<file path="src/logic/hspp_pkg.sv">
// shared constants and carrier types for the strap and port power block
package hspp_pkg;

   // configuration sources chosen by the two select straps
   typedef enum logic [2:0]
   {
      HSPP_CFG_SMBUS  = 3'b001,
      HSPP_CFG_STRAP  = 3'b010,
      HSPP_CFG_EEPROM = 3'b100
   } hspp_cfg_e;

   // smbus slave address
   localparam logic [6:0] SMB_SLAVE_ADDR = 7'h2c;

   // strap encodings
   localparam logic [1:0] FIXED_NONE    = 2'h0;
   localparam logic [1:0] FIXED_P1      = 2'h1;
   localparam logic [1:0] FIXED_P1_P2   = 2'h2;
   localparam logic [1:0] FIXED_P1_P2_B = 2'h3;
   localparam logic       POL_ACT_HIGH  = 1'h1;

   // reset values of latched straps: power polarity high means power off at 0
   localparam logic       POL_RST       = 1'h1;
   localparam logic [1:0] FIXED_RST     = 2'h0;

   // synchroniser depth for the over-current input
   localparam int         OC_SYNC_STAGES = 2;

   // straps captured at reset release
   typedef struct packed
   {
      logic       pol;
      logic [1:0] fixed;
      logic       sel1;
      logic       sel0;
   } hspp_strap_s;

   // resolved led configuration
   typedef struct packed
   {
      logic       led2_act_low;
      logic       led1_act_low;
      logic [1:0] non_removable;
   } hspp_ledcfg_s;

endpackage

</file>
<file path="src/logic/hspp_sync.sv">
// two flop synchroniser for a level
`timescale 1ns/1ps
module hspp_sync
(
   // clock and reset
   input  wire logic ref_clk,
   input  wire logic rst,
   // level in and out
   input  wire logic in_level,
   input  wire logic rst_val,
   output logic      out_level
);
   logic [1:0] sync_q;
   logic [1:0] sync_d;

   always_comb
   begin
      sync_d = {sync_q[0], in_level};
   end

   // async reset loads a constant; the output xor with rst_val makes it read rst_val during reset
   always_ff @(posedge ref_clk or posedge rst)
   begin
      if (rst)
      begin
         sync_q <= 2'h3;
      end
      else
      begin
         sync_q <= sync_d;
      end
   end

   assign out_level = sync_q[1] ^ ~rst_val;
endmodule

</file>
<file path="src/logic/hspp_port_power.sv">
// strap capture, configuration select and ganged port power control
`timescale 1ns/1ps
//
// Contract
// - one port power enable output, active level from the polarity strap
// - in reset, enable follows polarity strap combinationally, power off
// - polarity strap latched at reset release, kept until next reset
// - latched one means active high, zero means active low
// - led support from eeprom or smbus drives both green leds active low
// - strap defaults sample the fixed port strap at reset release
// - strap 00: all ports removable, both leds active high
// - strap 01: port one fixed, led two high, led one low
// - strap 10: ports one and two fixed, led two low, led one high
// - strap 11: ports one and two fixed, both leds active low
// - select bit zero pin read at reset release
// - select bit one read at reset release, combined with bit zero
// - one serial data pin shared by eeprom and smbus roles
// - select bit one low means smbus slave at address 0101100
// - 1,0 selects strap defaults; 1,1 selects eeprom load
module hspp_port_power
(
   // clock and reset
   input  wire logic                 ref_clk,
   input  wire logic                 rst,
   // strap pins
   input  wire logic                 power_polarity_strap,
   input  wire logic [1:0]           fixed_port_strap,
   input  wire logic                 config_select_bit1,
   // serial clock pin, doubles as select bit zero strap
   input  wire logic                 sm_serial_clock_in,
   // serial data pin, shared by eeprom master and smbus slave
   input  wire logic                 sm_serial_data_in,
   output logic                      sm_serial_data_out,
   output logic                      sm_serial_data_oe,
   // serial engine side of the shared data pin
   input  wire logic                 engine_data_drive_low,
   output logic                      engine_data_in,
   // power switch
   input  wire logic                 overcurrent_sense_low,
   output logic                      port_power_enable,
   // hub engine requests
   input  wire logic                 power_request,
   input  wire logic                 led_led_on_req_unused,
   input  wire logic [1:0]           led_on,
   input  wire logic                 led_support_cfg,
   // leds
   output logic [1:0]                green_led_outputs,
   // status
   output hspp_pkg::hspp_cfg_e       config_source,
   output logic [6:0]                smbus_slave_addr,
   output logic [1:0]                non_removable,
   output logic                      overcurrent_active
);
   hspp_pkg::hspp_strap_s  strap_q;
   hspp_pkg::hspp_strap_s  strap_d;
   logic                   armed_q;
   logic                   armed_d;
   hspp_pkg::hspp_ledcfg_s ledcfg;
   hspp_pkg::hspp_cfg_e    cfg_src;
   logic                   oc_low_sync;
   logic                   pol_run;
   logic                   power_on;
   logic [1:0]             led_act_low;
   logic [1:0]             led_q;
   logic [1:0]             led_d;

   // capture straps on the first clock after reset release; a strap may not
   // be loaded by the async reset itself, so it is caught here
   always_comb
   begin
      armed_d = 1'h1;
      strap_d = strap_q;
      if (!armed_q)
      begin
         strap_d.pol   = power_polarity_strap;
         strap_d.fixed = fixed_port_strap;
         strap_d.sel0  = sm_serial_clock_in;
         strap_d.sel1  = config_select_bit1;
      end
   end

   always_ff @(posedge ref_clk or posedge rst)
   begin
      if (rst)
      begin
         armed_q <= 1'h0;
         strap_q <= '{pol: hspp_pkg::POL_RST, fixed: hspp_pkg::FIXED_RST,
                      sel1: 1'h1, sel0: 1'h0};
      end
      else
      begin
         armed_q <= armed_d;
         strap_q <= strap_d;
      end
   end

   // configuration source
   always_comb
   begin
      if (!strap_q.sel1)
      begin
         cfg_src = hspp_pkg::HSPP_CFG_SMBUS;
      end
      else if (!strap_q.sel0)
      begin
         cfg_src = hspp_pkg::HSPP_CFG_STRAP;
      end
      else
      begin
         cfg_src = hspp_pkg::HSPP_CFG_EEPROM;
      end
   end

   // led polarity and fixed ports
   always_comb
   begin
      ledcfg = '0;
      if (cfg_src != hspp_pkg::HSPP_CFG_STRAP)
      begin
         ledcfg.led2_act_low = led_support_cfg;
         ledcfg.led1_act_low = led_support_cfg;
      end
      else
      begin
         unique case (strap_q.fixed)
            hspp_pkg::FIXED_NONE:
            begin
               ledcfg = '{1'h0, 1'h0, 2'h0};
            end
            hspp_pkg::FIXED_P1:
            begin
               ledcfg = '{1'h0, 1'h1, 2'h1};
            end
            hspp_pkg::FIXED_P1_P2:
            begin
               ledcfg = '{1'h1, 1'h0, 2'h3};
            end
            hspp_pkg::FIXED_P1_P2_B:
            begin
               ledcfg = '{1'h1, 1'h1, 2'h3};
            end
         endcase
      end
   end

   assign led_act_low = {ledcfg.led2_act_low, ledcfg.led1_act_low};

   always_comb
   begin
      led_d = led_on ^ led_act_low;
      if (!armed_q)
      begin
         led_d = led_act_low;
      end
   end

   always_ff @(posedge ref_clk or posedge rst)
   begin
      if (rst)
      begin
         led_q <= 2'h0;
      end
      else
      begin
         led_q <= led_d;
      end
   end

   // over-current, low active from the switch; reset value keeps it idle
   hspp_sync u_oc_sync
   (
      .ref_clk   (ref_clk),
      .rst       (rst),
      .in_level  (overcurrent_sense_low),
      .rst_val   (1'h1),
      .out_level (oc_low_sync)
   );

   // live polarity: raw strap during reset and before capture
   assign pol_run  = (rst || !armed_q) ? power_polarity_strap : strap_q.pol;
   assign power_on = power_request && oc_low_sync && armed_q && !rst;

   // level follows polarity; active high when one, active low when zero
   assign port_power_enable = (pol_run == hspp_pkg::POL_ACT_HIGH) ?
                              power_on : !power_on;

   // shared data pin: open drain, engine pulls low only
   assign sm_serial_data_out = 1'h0;
   assign sm_serial_data_oe  = engine_data_drive_low && armed_q;
   assign engine_data_in     = sm_serial_data_in;

   assign green_led_outputs  = led_q;
   assign config_source      = cfg_src;
   assign smbus_slave_addr   = hspp_pkg::SMB_SLAVE_ADDR;
   assign non_removable      = ledcfg.non_removable;
   assign overcurrent_active = !oc_low_sync;

   // assertions
   pwr_reset_off_a: assert property (@(posedge ref_clk)
      !armed_q |-> port_power_enable == !power_polarity_strap)
      else $error("power enable not inactive before strap capture");

   pol_hold_a: assert property (@(posedge ref_clk)
      disable iff (rst)
      armed_q && $past(armed_q) |-> $stable(strap_q.pol))
      else $error("latched polarity changed");

   pol_level_a: assert property (@(posedge ref_clk)
      disable iff (rst)
      armed_q && power_on |-> port_power_enable == strap_q.pol)
      else $error("power enable level wrong for polarity");

   oc_off_a: assert property (@(posedge ref_clk)
      disable iff (rst)
      !overcurrent_sense_low ##1 !overcurrent_sense_low ##1
      !overcurrent_sense_low |-> port_power_enable == !strap_q.pol)
      else $error("power stays on during over-current");

   smbus_src_a: assert property (@(posedge ref_clk)
      disable iff (rst)
      armed_q && !strap_q.sel1 |-> cfg_src == hspp_pkg::HSPP_CFG_SMBUS)
      else $error("select one low did not give smbus");

   eeprom_src_a: assert property (@(posedge ref_clk)
      disable iff (rst)
      strap_q.sel1 && strap_q.sel0 |-> cfg_src == hspp_pkg::HSPP_CFG_EEPROM)
      else $error("select 11 did not give eeprom");

   led_cfg_low_a: assert property (@(posedge ref_clk)
      disable iff (rst)
      armed_q && cfg_src != hspp_pkg::HSPP_CFG_STRAP && led_support_cfg
      |=> green_led_outputs == ~$past(led_on))
      else $error("configured leds not active low");

   led_strap_a: assert property (@(posedge ref_clk)
      disable iff (rst)
      armed_q && cfg_src == hspp_pkg::HSPP_CFG_STRAP
      && strap_q.fixed == hspp_pkg::FIXED_P1
      |-> led_act_low == 2'h1 && non_removable == 2'h1)
      else $error("strap 01 led or fixed port wrong");

   capture_a: assert property (@(posedge ref_clk)
      disable iff (rst)
      !armed_q |=> strap_q.fixed == $past(fixed_port_strap)
      && strap_q.sel1 == $past(config_select_bit1)
      && strap_q.sel0 == $past(sm_serial_clock_in)
      && strap_q.pol == $past(power_polarity_strap))
      else $error("straps not captured after reset release");
endmodule

</file>
<file path="config.mk">
export PLATFORM = sky130hd
export DESIGN_NAME = hspp_port_power
export DESIGN_NICKNAME = d
export VERILOG_FILES = /design/src/logic/hspp_pkg.sv /design/src/logic/hspp_sync.sv /design/src/logic/hspp_port_power.sv
export SDC_FILE = /design/constraint.sdc
export NUM_CORES = 1
export LEC_CHECK = 0
export BUFFER_PORTS_ARGS = -buffer_cell sky130_fd_sc_hd__buf_2
export CORE_AREA = 2 2 42 44
export CTS_CLUSTER_SIZE = 40
export DETAILED_ROUTE_END_ITERATION = 12
export DIE_AREA = 0 0 44 46
export PLACE_DENSITY = 0.75
export RECOVER_POWER = 50
export SLEW_MARGIN = 20
export SYNTH_ARGS = -nofsm -noshare
export SYNTH_HDL_FRONTEND = slang
export SYNTH_SLANG_ARGS = --single-unit
</file>
<file path="constraint.sdc">
create_clock -name ref_clk -period 1.08 [get_ports ref_clk]
set_input_delay 0.054 -clock ref_clk [delete_from_list [all_inputs] [get_ports ref_clk]]
set_output_delay 0.054 -clock ref_clk [all_outputs]
set_load 0.02 [all_outputs]
</file>
==> results.ini <==
[grt]
grt_pass1_vias = 411
antenna_found_initial = 0
grt_max_degree = 7
grt_pass1_wl_um = 1730
gr-usage-all-layers_pct = 12.8
gr-total-overflow = 0

[logic_synthesis]
synth_cell_types = 18
netlist_instances = 47
avgSynthCellArea_um2 = 11.1
synth_warnings = 0
ys_seq_area_share_pct = 48.9
synth_seq_cells = 10
synthesis.area_um2 = 522

[floorplan]
start_util_pct = 32.3
die_area_um2 = 2020
die_w_um = 44
io_pins = 34
core_um2 = 1610
chipHeight_um = 46
rows = 15

[clock_network]
clock_path_buffers = 2
numCtsBuffers = 3
clk_pin_slew_ns = 0.07
cts_tree = done
cts_max_level = 1
root_buffer = clkbuf_4
clock-sinks = 10
clock_latency_ns = 0.26

[place]
io_buffers = 22
dpl.hpwl_um = 742
dp_slack_ns = -0.0637
routabilityCongestion = 0.692
dp_cells = 84

[worst_setup_path]
reg2reg_depth = 4
crit_fanout = 2
arrival_ns = 1.32
cp.required_ns = 1.03
timing.rr.end = green_led_outputs[1]$_DFF_PP0_
setup.worst_path.start_class = flip-flop
rr_startpoint = strap_q[1]$_DFFE_PP1N_
ff2ff_setup_slack_ns = -0.13
crit_path_end_kind = output pin
path_class = flip-flop to output pin

[final_layout]
num_antenna_cells = 0
area_growth_pct = 49.9
layoutNonFillerInstCount = 96
final_layout_size_suffix_gt1_share_pct = 64.6
nNetsFinal = 95

[pwr]
p_per_area_nw_per_um2 = 1390
ir_drop_mv = 0.398
p_leak_nw = 0.408

[routing]
vias_per_cell = 4.07
post-route-drc-count = 0
dr.max_layer_used = met4
route.vias.total = 391
drtIter0Drc = 3
antenna_left = 0
met2_length_um = 587
drt_pass1_iterations = 2
route.met3.wl_um = 74
avgRoutedWirePerCell_um = 11.2
totalWireLength_um = 1070
wl_met1_um = 400

[timing]
min_period_ns = 1.37
slew_viol_final = 0
finClkSkew_ns = 0.00220
timing.fmax_mhz = 728
hold_viol = 0
rsz0062_at_grt = yes
setup_viol = 8
fin_ws_ns = -0.294
fin_crit_sh_pct = 127

[min_path]
hp-start = sm_serial_clock_in
min_path_type = input port to flip-flop
holdPathStages = 2
hold_path_end = strap_q[0]$_DFFE_PP0N_

[run_status]
violations = setup timing
status = complete, but fails checks

[job]
drv_cap = 0

-- cell usage after synthesis, drive strengths merged --
library cell  count  area (um2)
and2              2        13.8
mux2i             1        10.0
xor2              3        26.3
conb              2        7.51
and3b             1        10.0
nand2b            1        13.8
nand2             3        11.3
a31o              1        8.76
buf              10        72.6
nor2              2        7.51
dfstp             4         105
dfrtp             6         150
inv               4        15.0
mux2              5        56.3
a21oi             2        13.8
-- sequential cells by signal, summed over array words and instances, names as in the netlist --
register	cells
armed_q	1
green_led_outputs	2
strap_q	5
u_oc_sync.sync_q	2
-- worst max path at each step --
stage | start | to | slack, ns
after global routing | u_oc_sync.sync_q[1]$_DFF_PP1_ | port_power_enable | -0.37
after floorplan | strap_q[1]$_DFFE_PP1N_ | green_led_outputs[1]$_DFF_PP0_ | -0.03
final | u_oc_sync.sync_q[1]$_DFF_PP1_ | port_power_enable | -0.29
after CTS | u_oc_sync.sync_q[1]$_DFF_PP1_ | port_power_enable | -0.34
after global placement | u_oc_sync.sync_q[1]$_DFF_PP1_ | port_power_enable | -0.04
after detailed placement | u_oc_sync.sync_q[1]$_DFF_PP1_ | port_power_enable | -0.06
-- metal layers --
layer | up-vias | track usage, %
met2 | 19 | 21.8
met1 | 176 | 13.5
met5 | - | 0
met4 | 0 | 10.9
met3 | 2 | 2.38
li1 | 194 | -
-- placed cells by master, fill, tap and decap left out --
cell           synthesis  routed
a21oi_2                1       1
conb_1                 2       9
dfstp_2                4       4
buf_4                  9       4
xor2_1                 3       3
dlygate4sd3_1          0       3
inv_2                  0       2
a21oi_1                1       1
clkbuf_4               0       3
dfrtp_2                0       1
nor2_4                 0       1
nand2_1                3       3
dfrtp_1                6       5
and2_4                 0       2
clkbuf_8               0       1
a31o_2                 1       1
nor2_1                 2       1
buf_6                  0       9
and3b_2                1       1
buf_2                  1      15
mux2_2                 5       5
nand2b_4               1       1
mux2i_1                1       1
inv_1                  4       2
-- worst max-delay path, cell delays in order, from the launching register on --
cell and delay, ns:
dfstp_2 0.53, nand2_1 0.05, xor2_1 0.14, a31o_2 0.20
buf_6 0.13
-- area by class of cell --
cell class	count	area, um2
fill	158	832
sequential	10	256
timing repair buffer	31	236
multi-input combinational	30	216
clock buffer	4	36.3
tap	17	21.3
inverter	4	15.0
-- cell families (layout without fill, tap and decap cells) --
family | Yosys count | in the layout | synth area share, %
flops | 10 | 10 | 48.9
xor+xnor | 3 | 3 | 5.04
compound gates | 3 | 3 | 4.32
simple gates | 9 | 9 | 10.8
buf+inv | 14 | 39 | 16.8
other cells | 2 | 9 | 1.44
mux | 6 | 6 | 12.7
-- timing repair --
action	CTS	global route
hold endpoints to repair	7	0
buffers inserted	5	0
gates resized for setup	18	5
hold buffers	3	0
setup endpoints to repair	8	9
pin swaps	4	6
-- report_power, final --
group | switching (mW) | internal, mW | total, mW
logic | 0.154 | 0.154 | 0.308
registers | 0.0256 | 0.421 | 0.447
clock network | 0.128 | 0.205 | 0.333
-- metrics by stage --
step | power, mW | hold WS, ns | instance area (um2) | utilization (%) | TNS [ns]
3_5_place_dp | 0.680 | 0.105 | 614 | 38.1 | -0.0689
5_1_grt | 1.15 | 0.0127 | 782 | 48.4 | -1.39
2_1_floorplan | 0.632 | -0.0922 | 548 | - | -0.0319
4_1_cts | 1.10 | 0.0120 | 766 | 47.4 | -1.01
3_3_place_gp | 0.671 | 0.0858 | 614 | 38.1 | -0.0399
6_report | 1.09 | 0.0241 | 782 | 48.4 | -1.04
No activity file was read; power rests on OpenSTA's default activity.
